[config.mk]
export PLATFORM = sky130hd
export DESIGN_NAME = port_fault_timers
export DESIGN_NICKNAME = d
export VERILOG_FILES = /design/src/verilog/fault_timer_pkg.sv /design/src/verilog/overload_counter.sv /design/src/verilog/port_fault_timers.sv /design/src/verilog/tick_divider.sv
export SDC_FILE = /design/constraint.sdc
export NUM_CORES = 1
export LEC_CHECK = 0
export BUFFER_PORTS_ARGS = -buffer_cell sky130_fd_sc_hd__buf_2
export CORE_MARGIN = 2
export CORE_UTILIZATION = 63
export CTS_CLUSTER_SIZE = 40
export DETAILED_ROUTE_END_ITERATION = 10
export PLACE_DENSITY = 0.89
export RECOVER_POWER = 50
export SLEW_MARGIN = 20
export SYNTH_ARGS = -nofsm -noshare
export SYNTH_HDL_FRONTEND = slang
export SYNTH_SLANG_ARGS = --single-unit
[constraint.sdc]
create_clock -name ref_clk -period 5.2 [get_ports ref_clk]
set_input_delay 0.52 -clock ref_clk [delete_from_list [all_inputs] [get_ports ref_clk]]
set_output_delay 0.52 -clock ref_clk [all_outputs]
set_load 0.005 [all_outputs]
[src/verilog/fault_timer_pkg.sv]
/*
 * Shared constants for the per-port overload and power-up fault timers.
 * Assumes a 50 MHz reference clock and byte-wide register access.
 */
package fault_timer_pkg;
    localparam int          PORTS           = 4;
    localparam logic [7:0]  ADDR_FAULT_EVT  = 8'h06;
    localparam logic [7:0]  ADDR_DURATIONS  = 8'h16;
    localparam logic [7:0]  DURATIONS_RST   = 8'h00;
    localparam int          DIS_SEL_LSB     = 0;
    localparam int          OVL_SEL_LSB     = 2;
    localparam int          PWRUP_SEL_LSB   = 4;
    localparam int          OVL_BIT_LSB     = 0;
    localparam int          PWRUP_BIT_LSB   = 4;
    localparam int          CLK_MHZ         = 50;
    localparam int          TICK_US         = 100;
    localparam int          TICK_CYCLES     = TICK_US * CLK_MHZ;
    localparam int          GATE_HOLD_US    = 100;
    localparam int          GATE_HOLD_CYC   = GATE_HOLD_US * CLK_MHZ;
    localparam int          CNT_W           = 12;
    localparam int          SLOW_DIV        = 16;
    localparam logic [CNT_W-1:0] OVL_FULL_0 = 12'h0_1F4;
    localparam logic [CNT_W-1:0] STEP_SCALE = 12'h0_002;
    typedef enum logic [1:0] {
        PORT_OFF,
        PORT_POWERUP,
        PORT_ON
    } port_state_t;
endpackage

[src/verilog/overload_counter.sv]
/*
 * Up/down duty-cycle counter for one port: counts up each tick while
 * overloaded, down every sixteenth tick otherwise, saturating at zero.
 * Assumes tick is a one-cycle pulse from the shared divider.
 */
`timescale 1ns/100ps
module overload_counter
    import fault_timer_pkg::*;
(
    input  wire logic             ref_clk,
    input  wire logic             arst_n,
    input  wire logic             tick,
    input  wire logic             count_up,
    input  wire logic [CNT_W-1:0] limit,
    output logic                  expired,
    output logic                  at_zero,
    output logic [CNT_W-1:0]      count
);
    logic [CNT_W-1:0] cnt_q;
    logic [3:0]       slow_q;

    always_ff @(posedge ref_clk or negedge arst_n) begin
        if (!arst_n) begin
            slow_q <= 4'h0;
        end else if (tick) begin
            slow_q <= slow_q + 4'h1;
        end
    end

    always_ff @(posedge ref_clk or negedge arst_n) begin
        if (!arst_n) begin
            cnt_q <= '0;
        end else if (tick && count_up && cnt_q < limit) begin
            cnt_q <= cnt_q + 1'b1;
        end else if (tick && !count_up && slow_q == 4'hF
                     && cnt_q != '0) begin
            cnt_q <= cnt_q - 1'b1;
        end
    end

    assign expired = (cnt_q >= limit);
    assign at_zero = (cnt_q == '0);
    assign count   = cnt_q;
endmodule // overload_counter

[src/verilog/port_fault_timers.sv]
/*
 * Per-port overload, power-up and short-circuit timing for a four-port
 * power sourcing controller, with the fault event and duration registers.
 * Assumes comparator inputs are synchronous to ref_clk and that register
 * access arrives as a simple one-cycle read or write strobe.
 */
`timescale 1ns/100ps
// What this block does
// - Overload counter climbs every tick while current exceeds threshold.
// - Expiry with overload still present cuts power and sets overload fault, unless a power-up fault is set instead.
// - Overload duration chosen by bits 3:2 of the durations register.
// - Without overload the counter falls at one sixteenth the rate.
// - Counter stops at zero and never wraps downward.
// - Counter at full count means expiry; port turns off if overload is still present.
// - After expiry port stays off until the counter drains to zero.
// - Manual and semiauto power-on honoured only after counter reaches zero.
// - Auto mode repowers only after detection started at zero count.
// - Power-up timer starts whenever a power-up sequence begins.
// - During power-up the power-up duration is the limit; up/down stays.
// - Undercurrent timer held off until the power-up timer expires.
// - Limit held through whole power-up records a power-up fault.
// - Power-up duration chosen by bits 5:4 of the durations register.
// - No fault when below threshold at power-up end and current is seen.
// - Short circuit pulls gate low at once, released after 100 us.
// - Overload counting continues under reduced foldback limit.
// - Power-up or overload fault removes power in every mode.
module port_fault_timers
    import fault_timer_pkg::*;
#(
    parameter int N          = PORTS,
    parameter int TICK_DIV   = TICK_CYCLES,
    parameter int GATE_HOLD  = GATE_HOLD_CYC
) (
    input  wire logic         ref_clk,
    input  wire logic         arst_n,
    input  wire logic [7:0]   reg_addr,
    input  wire logic         reg_wr,
    input  wire logic         reg_rd,
    input  wire logic [7:0]   reg_wdata,
    output logic [7:0]        reg_rdata,
    input  wire logic [N-1:0] power_on_cmd,
    input  wire logic [N-1:0] power_off_cmd,
    input  wire logic [N-1:0] auto_mode,
    input  wire logic [N-1:0] detect_good,
    input  wire logic [N-1:0] port_shutdown,
    input  wire logic [N-1:0] over_threshold,
    input  wire logic [N-1:0] at_hard_limit,
    input  wire logic [N-1:0] short_circuit,
    input  wire logic [N-1:0] under_current,
    input  wire logic [N-1:0] disconnect_en,
    output logic [N-1:0]      port_power,
    output logic [N-1:0]      gate_pull_down,
    output logic [N-1:0]      undercurrent_timer_run,
    output logic [N-1:0]      undercurrent_fault
);
    logic       tick;
    logic [7:0] dur_q;
    logic [7:0] fault_q;
    logic [7:0] rdata_q;

    // The tick sets the resolution of every timer except the gate hold, which counts clocks; the default divider
    // gives a 100 us tick from the 50 MHz clock.
    // shared tick
    tick_divider #(
        .DIV (TICK_DIV)
    ) u_tick (
        .ref_clk (ref_clk),
        .arst_n  (arst_n),
        .tick    (tick)
    );

    logic [1:0] ovl_sel;
    logic [1:0] pwrup_sel;
    logic [1:0] dis_sel;
    assign ovl_sel   = dur_q[OVL_SEL_LSB+1:OVL_SEL_LSB];
    assign pwrup_sel = dur_q[PWRUP_SEL_LSB+1:PWRUP_SEL_LSB];
    assign dis_sel   = dur_q[DIS_SEL_LSB+1:DIS_SEL_LSB];

    // Each overload or power-up select step doubles the window, the disconnect
    // one before STEP_SCALE is added; CNT_W holds the longest setting, so no limit ever wraps.
    logic [CNT_W-1:0] ovl_limit;
    logic [CNT_W-1:0] pwrup_limit;
    logic [CNT_W-1:0] dis_limit;
    assign ovl_limit   = OVL_FULL_0 << ovl_sel;
    assign pwrup_limit = (OVL_FULL_0 + STEP_SCALE) << pwrup_sel;
    assign dis_limit   = (OVL_FULL_0 << dis_sel) + STEP_SCALE;

    logic [N-1:0] set_ovl;
    logic [N-1:0] set_pwrup;
    logic [N-1:0] set_dis;

    // One copy of the counters and state per port; the ports share only
    // the tick and the duration fields.
    genvar p;
    generate
        for (p = 0; p < N; p++) begin : g_port
            port_state_t      st_q;
            logic [CNT_W-1:0] pu_q;
            logic             pu_run_q;
            logic             lim_all_q;
            logic [CNT_W-1:0] dis_q;
            logic [15:0]      gate_q;
            logic             drained_q;
            logic             expired;
            logic             at_zero;
            logic [CNT_W-1:0] limit_now;

            assign limit_now = pu_run_q ? pwrup_limit : ovl_limit;

            overload_counter u_cnt (
                .ref_clk  (ref_clk),
                .arst_n   (arst_n),
                .tick     (tick),
                .count_up (over_threshold[p] && st_q != PORT_OFF),
                .limit    (limit_now),
                .expired  (expired),
                .at_zero  (at_zero),
                .count    ()
            );

            // A command that lands while the counter still drains is
            // dropped, not queued, so the host has to issue it again.
            // arm only once drained
            always_ff @(posedge ref_clk or negedge arst_n) begin
                if (!arst_n) begin
                    drained_q <= 1'b0;
                end else if (st_q != PORT_OFF) begin
                    drained_q <= 1'b0;
                end else if (at_zero) begin
                    drained_q <= 1'b1;
                end
            end

            logic start_req;
            assign start_req = drained_q && at_zero &&
                (auto_mode[p] ? detect_good[p] : power_on_cmd[p]);

            // Expiry alone is no fault; the overload must still be present.
            logic trip;
            assign trip = expired && over_threshold[p];

            always_ff @(posedge ref_clk or negedge arst_n) begin
                if (!arst_n) begin
                    st_q <= PORT_OFF;
                end else begin
                    case (st_q)
                        PORT_OFF: begin
                            if (start_req && !port_shutdown[p]) begin
                                st_q <= PORT_POWERUP;
                            end
                        end
                        // Removal outranks the end of power-up, so a trip on
                        // the last power-up tick is never lost.
                        PORT_POWERUP, PORT_ON: begin
                            if (trip || power_off_cmd[p] ||
                                port_shutdown[p] || set_dis[p]) begin
                                st_q <= PORT_OFF;
                            end else if (st_q == PORT_POWERUP &&
                                         !pu_run_q) begin
                                st_q <= PORT_ON;
                            end
                        end
                        default: st_q <= PORT_OFF;
                    endcase
                end
            end

            always_ff @(posedge ref_clk or negedge arst_n) begin
                if (!arst_n) begin
                    pu_q      <= '0;
                    pu_run_q  <= 1'b0;
                    lim_all_q <= 1'b0;
                end else if (st_q == PORT_OFF && start_req) begin
                    pu_q      <= '0;
                    pu_run_q  <= 1'b1;
                    lim_all_q <= 1'b1;
                end else if (st_q == PORT_OFF) begin
                    pu_run_q  <= 1'b0;
                end else if (pu_run_q && tick) begin
                    pu_q      <= pu_q + 1'b1;
                    lim_all_q <= lim_all_q & at_hard_limit[p];
                    // Close the window one tick after the counter can reach
                    // the power-up limit, so an expiry on that last tick is
                    // still judged against the power-up limit and flag.
                    if (pu_q >= pwrup_limit) begin
                        pu_run_q <= 1'b0;
                    end
                end
            end

            assign set_pwrup[p] = trip && st_q != PORT_OFF &&
                                  pu_run_q && lim_all_q;
            assign set_ovl[p]   = trip && st_q != PORT_OFF &&
                                  !set_pwrup[p];

            assign undercurrent_timer_run[p] = st_q == PORT_ON &&
                disconnect_en[p] && under_current[p];

            // The count restarts from zero whenever current returns.
            always_ff @(posedge ref_clk or negedge arst_n) begin
                if (!arst_n) begin
                    dis_q <= '0;
                end else if (!undercurrent_timer_run[p]) begin
                    dis_q <= '0;
                end else if (tick && dis_q < dis_limit) begin
                    dis_q <= dis_q + 1'b1;
                end
            end

            assign set_dis[p] = undercurrent_timer_run[p] &&
                                dis_q >= dis_limit;

            // A short on an unpowered port is ignored, the gate being off
            // already; a new short while held restarts the hold.
            // short-circuit gate pull-down and release
            always_ff @(posedge ref_clk or negedge arst_n) begin
                if (!arst_n) begin
                    gate_q <= 16'h0000;
                end else if (short_circuit[p] && st_q != PORT_OFF) begin
                    gate_q <= 16'(GATE_HOLD);
                end else if (gate_q != 16'h0000) begin
                    gate_q <= gate_q - 16'h0001;
                end
            end

            // Power follows the state register with no further delay.
            assign port_power[p]     = st_q != PORT_OFF;
            assign gate_pull_down[p] = gate_q != 16'h0000;

            // Disconnect fault is sticky until shutdown; a set in the same
            // cycle as the clear wins, so no event is lost.
            always_ff @(posedge ref_clk or negedge arst_n) begin
                if (!arst_n) begin
                    undercurrent_fault[p] <= 1'b0;
                end else if (set_dis[p]) begin
                    undercurrent_fault[p] <= 1'b1;
                end else if (port_shutdown[p]) begin
                    undercurrent_fault[p] <= 1'b0;
                end
            end
        end
    endgenerate

    // Only the duration register takes whole bytes; a write to any other
    // address leaves it untouched.
    always_ff @(posedge ref_clk or negedge arst_n) begin
        if (!arst_n) begin
            dur_q <= DURATIONS_RST;
        end else if (reg_wr && reg_addr == ADDR_DURATIONS) begin
            dur_q <= reg_wdata;
        end
    end

    // Writing a one clears a fault bit; writing a zero leaves it alone.
    // sticky fault bits, set beats clear
    always_ff @(posedge ref_clk or negedge arst_n) begin
        if (!arst_n) begin
            fault_q <= 8'h00;
        end else begin
            for (int i = 0; i < N; i++) begin
                if (set_ovl[i]) begin
                    fault_q[OVL_BIT_LSB+i] <= 1'b1;
                end else if (port_shutdown[i] || (reg_wr &&
                    reg_addr == ADDR_FAULT_EVT &&
                    reg_wdata[OVL_BIT_LSB+i])) begin
                    fault_q[OVL_BIT_LSB+i] <= 1'b0;
                end
                if (set_pwrup[i]) begin
                    fault_q[PWRUP_BIT_LSB+i] <= 1'b1;
                end else if (port_shutdown[i] || (reg_wr &&
                    reg_addr == ADDR_FAULT_EVT &&
                    reg_wdata[PWRUP_BIT_LSB+i])) begin
                    fault_q[PWRUP_BIT_LSB+i] <= 1'b0;
                end
            end
        end
    end

    // Read data are registered and hold until the next read strobe, so a
    // slow host may sample them late.
    always_ff @(posedge ref_clk or negedge arst_n) begin
        if (!arst_n) begin
            rdata_q <= 8'h00;
        end else if (reg_rd) begin
            case (reg_addr)
                ADDR_FAULT_EVT: rdata_q <= fault_q;
                ADDR_DURATIONS: rdata_q <= dur_q;
                default:        rdata_q <= 8'h00;
            endcase
        end
    end

    assign reg_rdata = rdata_q;
endmodule // port_fault_timers

[src/verilog/tick_divider.sv]
/*
 * Free-running divider producing a one-cycle tick every DIV clocks.
 * Assumes a single synchronous clock domain.
 */
`timescale 1ns/100ps
module tick_divider #(
    parameter int DIV = 5000
) (
    input  wire logic ref_clk,
    input  wire logic arst_n,
    output logic      tick
);
    logic [15:0] cnt_q;

    always_ff @(posedge ref_clk or negedge arst_n) begin
        if (!arst_n) begin
            cnt_q <= 16'h0000;
        end else if (cnt_q == 16'(DIV - 1)) begin
            cnt_q <= 16'h0000;
        end else begin
            cnt_q <= cnt_q + 16'h0001;
        end
    end

    assign tick = (cnt_q == 16'(DIV - 1));
endmodule // tick_divider
### Word-level counts from Yosys, hierarchy flattened

Cells that the tools add are included.

| word-level totals | value |
|---|---|
| logic and storage cells | 463 |
| flip-flop bits (word level) | 288 |
| output and inout port bits | 24 |

| operators by class | value |
|---|---|
| order comparisons | 20 |
| equality and inequality tests | 31 |
| shift-type cells | 3 |
| muxes and demuxes | 122 |
| add/sub/neg operators | 26 |
| reduce and logical (&&, ||, !) cells | 206 |
| bitwise operators | 4 |

Operators by type and width:

| operator | number |
|---|---|
| $mux W12 | 32 |
| $add A12 B1 Y12 const B | 12 |
| $ge A12 B12 Y1 | 12 |
| $mux W16 | 9 |
| $logic_and A1 B1 Y1 | 98 |
| $lt A12 B12 Y1 | 8 |
| $mux W1 | 64 |
| $reduce_bool A16 Y1 | 4 |
| $reduce_bool A2 Y1 | 32 |
| $sub A16 B1 Y16 const B | 4 |
| $logic_not A12 Y1 | 4 |
| $reduce_bool A12 Y1 | 4 |
| $sub A12 B1 Y12 const B | 4 |
| $shl A9 B2 Y12 const A | 3 |
| $mux W2 | 12 |
| $reduce_and A2 Y1 | 12 |
| $reduce_bool A3 Y1 | 8 |
| $logic_or A1 B1 Y1 | 20 |
| $add A16 B1 Y16 const B | 1 |
| $add A4 B1 Y4 const B | 4 |
| $eq A16 B13 Y1 const B | 1 |
| $eq A4 B4 Y1 const B | 4 |
| $logic_not A1 Y1 | 16 |
| $ne A2 B1 Y1 const B | 8 |
| other kinds (12) | 36 |

### Logic depth before layout (Yosys ltp)

Gate-level depths: netlist of the first run.

| logic depth | value |
|---|---|
| depth after elaboration | 10 |
| mapped depth | 19 |

### Hierarchy

From an unflattened synthesis of the first run, not the netlist that was laid out.

| unflattened totals | value |
|---|---|
| cell total of the unflattened synthesis | 2046 |
| area, all modules | 19296.0 µm² |

Modules (own cells, without submodules):

| module | instances | sequential area each (µm²) | area an instance (µm²) | cells an instance |
|---|---|---|---|---|
| port_fault_timers | 1 | 5205.0 | 12529.5 | 1359 |
| overload_counter (g_port[1].u_cnt ...) | 3 | 400.4 | 1506.4 | 153 |
| overload_counter (g_port[0].u_cnt) | 1 | 400.4 | 1482.7 | 158 |
| tick_divider | 1 | 400.4 | 764.5 | 70 |

### Worst setup path after synthesis of the first run

OpenSTA, ideal clock, no wires.

| timing | value |
|---|---|
| kind | flip-flop to flip-flop |
| from | register dur_q[5] |
| to | register g_port[3].u_cnt.cnt_q[10] |
| arrival time | 4.290 ns |
| clock period less this slack | 4.355 ns |
| path slack | 0.845 ns |
| cell stages (with the launch flop) | 18 |
| buffers on the path | 0 |
| path through | dfrtp_1 inv_1 ha_1 nand2_1 o21ai_0 ha_1 a21o_1 a21oi_1 nor2b_1 o211ai_1 or3_1 fa_1 a21oi_1 o211ai_1 o41a_1 or4b_2 nand3_1 mux2_2 |

| between the ends | value |
|---|---|
| longest elaborated chain between the ends | 5 |
| elaborated cells between the ends (all ways) | 6 |

RTL lines:

| what | RTL line | source |
|---|---|---|
| start: declaration | port_fault_timers.sv:57 | `logic [7:0] dur_q;` |
| start signal: assignment | port_fault_timers.sv:250 | `dur_q <= reg_wdata;` |
| $shl A9 B2 Y12 * | port_fault_timers.sv:85 | `assign pwrup_limit = (OVL_FULL_0 + STEP_SCALE) << pwrup_sel;` |
| $mux W12 * | port_fault_timers.sv:108 | `assign limit_now = pu_run_q ? pwrup_limit : ovl_limit;` |
| $lt A12 B12 Y1 * | overload_counter.sv:33 | `end else if (tick && count_up && cnt_q < limit) begin` |
| $logic_and A1 B1 Y1 * | overload_counter.sv:33 |  |
| $mux W12 / $reduce_bool A2 Y1 (equally long branches) | - |  |
| end signal: assignment | overload_counter.sv:34 | `cnt_q <= cnt_q + 1'b1;` |
| end signal: assignment | overload_counter.sv:37 | `cnt_q <= cnt_q - 1'b1;` |
| end: declaration | overload_counter.sv:19 | `logic [CNT_W-1:0] cnt_q;` |

Every way passes the cells marked *; elsewhere a longest branch is shown, timed or not.
A chain may end at the register's enable or synchronous reset.

### Final worst setup path of the first run

Same ends and word-level chain as after synthesis.

==> results_dict.tcl, run 1 <==
set metrics [dict create \
    status "finished with violations" \
    violations "max-capacitance violations, max-slew violations" \
    post-route-min-period_ns 4.78 \
    wl_per_cell_um 18.7 \
    wl_mm 48.2 \
    io_buffers 83 \
    synth_compound_area_share_pct 14.4 \
    numClockSinks 288 \
    crit_start "dur_q[5]" \
    ctsLongestPathBuffers 3 \
    max_cap_violations 2 \
    synth_top_family_by_area "simple AND/OR/NAND/NOR gates" \
    hold_start "reg_wdata[7]" \
    drt_iter0_drc 1299 \
    synth.area.top_cells "dfrtp_1 38%, ha_1 12%, xnor2_1 4.9%" \
    dr.pass1.iters 6 \
    rows 63 \
    chipHeight_um 178 \
    grt_usage_pct 30.5 \
    antenna_found_initial 0 \
    synth_cells 2068 \
    syn_area_per_cell_um2 9.26 \
    cp-end-kind "flip-flop" \
    yosysWarnings 0 \
    r2r-start "dur_q[5]" \
    slew_violations 185 \
    power_leakage_uw 0.00942 \
    grt_overflow_total 0 \
    io_pins 84 \
    synth-seq-area-share_pct 37.6 \
    synthMuxAreaShare_pct 4.48 \
    cts_tree "built" \
    routabilityCongestion 0.923 \
    synth-simple-area-share_pct 21.2 \
    clkSlewWorstSetupHoldPaths_ns 0.06 \
    final.setup_skew_ns 0.0221 \
    clockRootBuffer "clkbuf_16" \
    fp.dieArea_um2 31800 \
    cts_resized 0 \
    cts-htree-levels 2 \
    cp-start-kind "flip-flop" \
    postSynthNetCount 2322 \
    vias_per_cell 6.46 \
    layout.nets 2416 \
    yosys_most_used_dff "dfrtp_1" \
    grt_pass1_wl_mm 78.9 \
    min_path_type "in -> reg" \
    ys_ff_latch 288 \
    crit_fanout 11 \
    drive_gt1_share_pct 10.9 \
    synth_top_area_share_pct 37.6 \
    path_class "reg -> reg" \
    grt_pass1_vias 16223 \
    diodes 0 \
    finalSetupTns_ns 0 \
    hold_buffers 0 \
    synth_xor_area_share_pct 6.86 \
    cts_setup_buffers 0 \
    chipWidth_um 178 \
    setup_slack_ns 0.418 \
    core_um2 29800 \
    synthToLayoutAreaGrowth_pct 10.2 \
    rsz0062_at_grt "no" \
    fmax_mhz 209 \
    dpl.hpwl_mm 34.8 \
    place_ws_ns 0.546 \
    cts_buffers 34 \
    vias 16607 \
    path_delay_family "simple AND/OR/NAND/NOR gates" \
    drtAntennaViolNets 0 \
    tightest_slew_ns 2.73 \
    ys_async_sr_fraction_pct 100 \
    irDropWorstVdd_v 0.000230 \
    critPathRequiredTime_ns 5.65 \
    critPathSlowestCell "or4b_2" \
    slowest_delay_ns 0.61 \
    setup-violations-final 0 \
    slew_headroom_pct -81.8 \
    finalHoldViolCount 0 \
    initial_utilization_pct 64.2 \
    synth-edff-count 0 \
    arrival_ns 5.23 \
    clk_latency_ns 0.52 \
    synth-adder-area-share_pct 12.8 \
    synth_area_um2 19100 \
    drc 0 \
    grt_max_degree 109 \
    p_per_area_nw_per_um2 276 \
    yosysTopAreaCell "dfrtp_1" \
    post-route-period-util_pct 92.0 \
    critPathBufInv 1 \
    ys_types 71 \
    crit_chain "inv_1, ha_1, nand2_1, o21ai_0, ha_1, a21o_1, a21oi_1, nor2b_1, o211ai_1, or3_1, fa_1, a21oi_1, o211ai_1, o41a_1, or4b_2, nand3_1, mux2_2" \
]
power breakdown:
group	switching [uW]	internal, uW
Sequential	206	2400
Clock	923	1400
Combinational	518	375
cells by family after synthesis:
| family | Yosys count |
|---|---|
| fa+ha+maj | 194 |
| buf+inv | 128 |
| compound gates | 415 |
| simple gates | 814 |
| mux | 79 |
| xor+xnor | 150 |
| flops | 288 |
cells in the final DEF (no fill, tap or decap), types with 6 or more instances in the layout:
| cell type | count |
|---|---|
| o22ai_1 | 12 |
| nor2_1 | 217 |
| nand2b_1 | 31 |
| nor4_1 | 35 |
| nor2b_1 | 19 |
| o211ai_1 | 16 |
| clkbuf_1 | 18 |
| inv_1 | 84 |
| o21a_1 | 11 |
| dfrtp_1 | 288 |
| or4_1 | 12 |
| a31oi_1 | 16 |
| nand4b_1 | 8 |
| o21ai_0 | 109 |
| nand4_1 | 37 |
| nand2_1 | 187 |
| and2_1 | 16 |
| o31ai_1 | 8 |
| buf_2 | 74 |
| a21oi_1 | 99 |
| o2111ai_1 | 6 |
| or3_1 | 28 |
| mux2_2 | 53 |
| nand3b_1 | 6 |
| nand3_1 | 96 |
| a2111oi_2 | 13 |
| o21bai_1 | 6 |
| nor3b_1 | 6 |
| xor2_1 | 43 |
| ha_1 | 190 |
| and3_1 | 35 |
| a21boi_0 | 12 |
| mux2i_1 | 26 |
| buf_4 | 15 |
| a21o_1 | 34 |
| clkbuf_16 | 35 |
| xnor2_1 | 107 |
| nor3_1 | 48 |
| a211oi_1 | 26 |
path summary, 6_finish.rpt:
| kind | to | slack, ns | depth (start not counted) |
|---|---|---|---|
| setup / recovery | g_port[3].u_cnt.count[10] | 0.42 | 17 |
| hold / removal | dur_q[7] | 0.28 | 2 |
| setup reg to reg | g_port[3].u_cnt.count[10] | 0.42 | 17 |
| hold reg to reg | g_port[3].u_cnt.slow_q[3] | 0.47 | 1 |
| max in group asynchronous | u_tick.cnt_q[3] | 1.35 | 2 |
| min in group asynchronous | g_port[1].gate_q[12] | 0.86 | 1 |
synth_stat cells (6+ instances only):
cell type  number
mux2i_1        26
nor4_1         35
dfrtp_1       288
and3_1         35
a21o_1         34
inv_1          84
o2111ai_1       6
xnor2_1       107
o21a_1         11
nand3_1        96
or3_1          28
ha_1          190
mux2_2         53
nor3b_1         6
a31oi_1        16
o21bai_1        6
or4_1          12
o211ai_1       16
o22ai_1        12
nand3b_1        6
a2111oi_2      13
nand2_1       187
a21boi_0       12
nor3_1         50
clkbuf_1       32
o31ai_1         8
a21oi_1       100
a211oi_1       26
and2_1         18
o21ai_0       109
nand2b_1       31
xor2_1         43
nor2b_1        19
nand4_1        37
nor2_1        217
nand4b_1        8
sequential cells by signal, indices dropped and copies added, names as in the netlist:
signal / flops
g_port.gate_q: 64
g_port.dis_q: 48
g_port.pu_q: 48
g_port.u_cnt.count: 48
g_port.u_cnt.slow_q: 16
u_tick.cnt_q: 16
dur_q: 8
fault_q: 8
g_port.st_q: 8
reg_rdata: 8
g_port.drained_q: 4
g_port.lim_all_q: 4
g_port.pu_run_q: 4
undercurrent_fault: 4
stage by stage:
step	cell area [um^2]	util, %	cells	hold WS, ns	power [uW]
final	21100	70.8	2572	0.278	5830
after global routing	21100	70.8	2572	0.263	6070
after floorplan	19100	-	2068	0.224	3210
after CTS	21100	70.8	2572	0.0965	5840
after detailed placement	20000	67.2	2516	0.459	3510
after global placement	20000	67.2	2516	0.449	3440
layer usage:
| metal | part of all wire, % | GRT usage, % |
|---|---|---|
| met5 | 0 | 0 |
| met4 | 3.6 | 11.8 |
| met3 | 7.6 | 5.09 |
| met2 | 49 | 52.1 |
| met1 | 40 | 38.7 |
layout make-up:
| class | instances | area [um^2] |
|---|---|---|
| multi-input combinational | 1652 | 11500 |
| fill | 2083 | 8710 |
| sequential | 288 | 7210 |
| clock buffer | 50 | 982 |
| timing repair buffer | 100 | 543 |
| tap | 390 | 488 |
| inverter | 86 | 323 |
| clock inverter | 6 | 87.6 |
(Power assumes the default switching activity.)
==> run 2, diff against run 1 <==
--- a/config.mk
+++ b/config.mk
@@ -7,10 +7,10 @@
 export LEC_CHECK = 0
 export BUFFER_PORTS_ARGS = -buffer_cell sky130_fd_sc_hd__buf_2
 export CORE_MARGIN = 2
-export CORE_UTILIZATION = 63
+export CORE_UTILIZATION = 60
 export CTS_CLUSTER_SIZE = 40
 export DETAILED_ROUTE_END_ITERATION = 10
-export PLACE_DENSITY = 0.89
+export PLACE_DENSITY = 0.86
 export RECOVER_POWER = 50
 export SLEW_MARGIN = 20
 export SYNTH_ARGS = -nofsm -noshare
==> results_dict.tcl, run 2 (same netlist as run 1, synthesis figures left out) <==
set metrics [dict create \
    grt_max_degree 124 \
    core_um2 31500 \
    drc 0 \
    post-route-min-period_ns 4.84 \
    filler_cell_count 2383 \
    layout.nets 2414 \
    regArea_um2 7210 \
    vias_per_cell 6.30 \
    crit_fanout 11 \
    routabilityCongestion 0.906 \
    slew_violations 244 \
    post-route-period-util_pct 93.0 \
    placed_cell_area_um2 20000 \
    rsz0062_at_grt "no" \
    finalHoldViolCount 0 \
    crit_chain "inv_1, ha_1, a21oi_1, ha_1, a21oi_1, a21oi_1, o21ai_0, nand3_1, fa_1, a21oi_1, o211ai_1, o41ai_1, nor3_1, a311o_1, mux2_2" \
    largest_reg_flops 64 \
    met2_usage_pct 48.7 \
    diodes 0 \
    grt_pass1_vias 15974 \
    initial_utilization_pct 60.8 \
    dr.pass1.iters 6 \
    grt_most_used_layer "met2" \
    utilization_pct 67.3 \
    critPathSlowestCell "fa_1" \
    antenna_found_initial 0 \
    min_path_type "in -> reg" \
    cp-start-kind "flip-flop" \
    clk_latency_ns 0.51 \
    final.setup_skew_ns 0.0178 \
    chipWidth_um 183 \
    grt_util_met1_pct 36.2 \
    rows 65 \
    cts_buffers 34 \
    io_buffers 83 \
    path_class "reg -> reg" \
    cpMostUsedCell "a21oi_1" \
    tightest_slew_ns 3.11 \
    cp-end-kind "flip-flop" \
    total_power_uw 5940 \
    vias 16299 \
    wl_per_cell_um 18.3 \
    numClockSinks 288 \
    fin_area_um2 21200 \
    fp.dieArea_um2 33300 \
    multi_input_area_um2 11500 \
    drt_iter0_drc 1272 \
    chipHeight_um 183 \
    mostFrequentLayoutCell "dfrtp_1" \
    whs_path_depth 3 \
    cts_tree "built" \
    io_pins 84 \
    status "finished with violations" \
    drtAntennaViolNets 0 \
    clkSlewWorstSetupHoldPaths_ns 0.06 \
    setup-violations-final 0 \
    cts_setup_buffers 0 \
    drive_gt1_share_pct 11.4 \
    p_per_area_nw_per_um2 281 \
    dpl.hpwl_mm 34.2 \
    grt_overflow_total 0 \
    hold_buffers 0 \
    cts-htree-levels 2 \
    max_cap_violations 2 \
    slowest_delay_ns 0.57 \
    irDropWorstVdd_v 0.000216 \
    final_cell_mix "288 x dfrtp_1, 217 x nor2_1, 190 x ha_1" \
    arrival_ns 5.24 \
    top_register "g_port.gate_q" \
    met3_usage_pct 3.79 \
    slew_headroom_pct -107 \
    grt_pass1_wl_mm 77.7 \
    clockRootBuffer "clkbuf_16" \
    fmax_mhz 207 \
    synthToLayoutAreaGrowth_pct 10.6 \
    violations "max-capacitance violations, max-slew violations" \
    wl_mm 47.3 \
    power_leakage_uw 0.00948 \
    critPathRequiredTime_ns 5.60 \
    finalSetupTns_ns 0 \
    grt_usage_pct 28.3 \
    reg2reg_depth 15 \
    ctsLongestPathBuffers 3 \
]
==> run 2: cell types whose count changed in the layout (fill, tap and decap cells not counted), sizes merged <==
cell / delta
clkbuf: -7
clkinv: +4
buf: +3
bufinv: +2
==> run 2: cell type report <==
cell class	count	area share [%]
sequential	288	34.0
tap	402	2.38
inverter	86	1.53
timing repair buffer	98	2.47
clock buffer	48	4.65
multi-input combinational	1652	54.1
clock inverter	12	0.792
==> run 2: worst max-delay path: cells and delay by family, from the launching register on <==
| kind | cells | cell delay [ns] |
|---|---|---|
| AOI/OAI and AO/OA | 8 | 1.90 |
| adders and majority gates | 3 | 1.34 |
| buffers and inverters | 1 | 0.22 |
| DFF | 1 | 0.49 |
| muxes | 1 | 0.26 |
| and+or+nand+nor | 2 | 0.52 |
==> run 2: power by group <==
group	internal [uW]	total (uW)	leakage, uW	switching (uW)
combinational	371	884	0.00524	513
clock	1520	2450	0.000571	933
sequential	2400	2610	0.00367	204
total	4290	5940	0.00948	1650
==> run 2: worst paths after layout <==
kind,slack (ns),from,end
worst max-delay path,0.36,dur_q[5],g_port[0].u_cnt.count[10]
worst min-delay path,0.29,at_hard_limit[0],g_port[0].lim_all_q
worst max register to register,0.36,dur_q[5],g_port[0].u_cnt.count[10]
worst min register to register,0.47,u_tick.cnt_q[0],u_tick.cnt_q[0]
max in group asynchronous,1.15,arst_n,g_port[2].gate_q[8]
min in group asynchronous,0.95,arst_n,g_port[1].gate_q[10]
==> run 2: timing repair <==
| action | 4_1_cts | 5_1_grt |
|---|---|---|
| resized for setup | 0 | 1 |
| endpoints found under the setup margin | 0 | 1 |
| hold endpoints to repair | 0 | 0 |
==> run 2: layer usage <==
metal / wire [um] / part of all wire, % / up-vias
met3: 3110 / 6.6 / 139
li1: - / - / 7670
met4: 1790 / 3.8 / 0
met2: 22900 / 48 / 593
met1: 19400 / 41 / 7897
met5: 0 / 0 / -
==> run 2: stage by stage <==
step	setup slack [ns]	hold slack (ns)	instances
after detailed placement	0.384	0.457	2526
final	0.363	0.292	2586
after floorplan	0.845	0.224	2068
after global routing	0.0319	0.294	2586
after CTS	0.335	0.128	2586
after global placement	0.565	0.447	2526
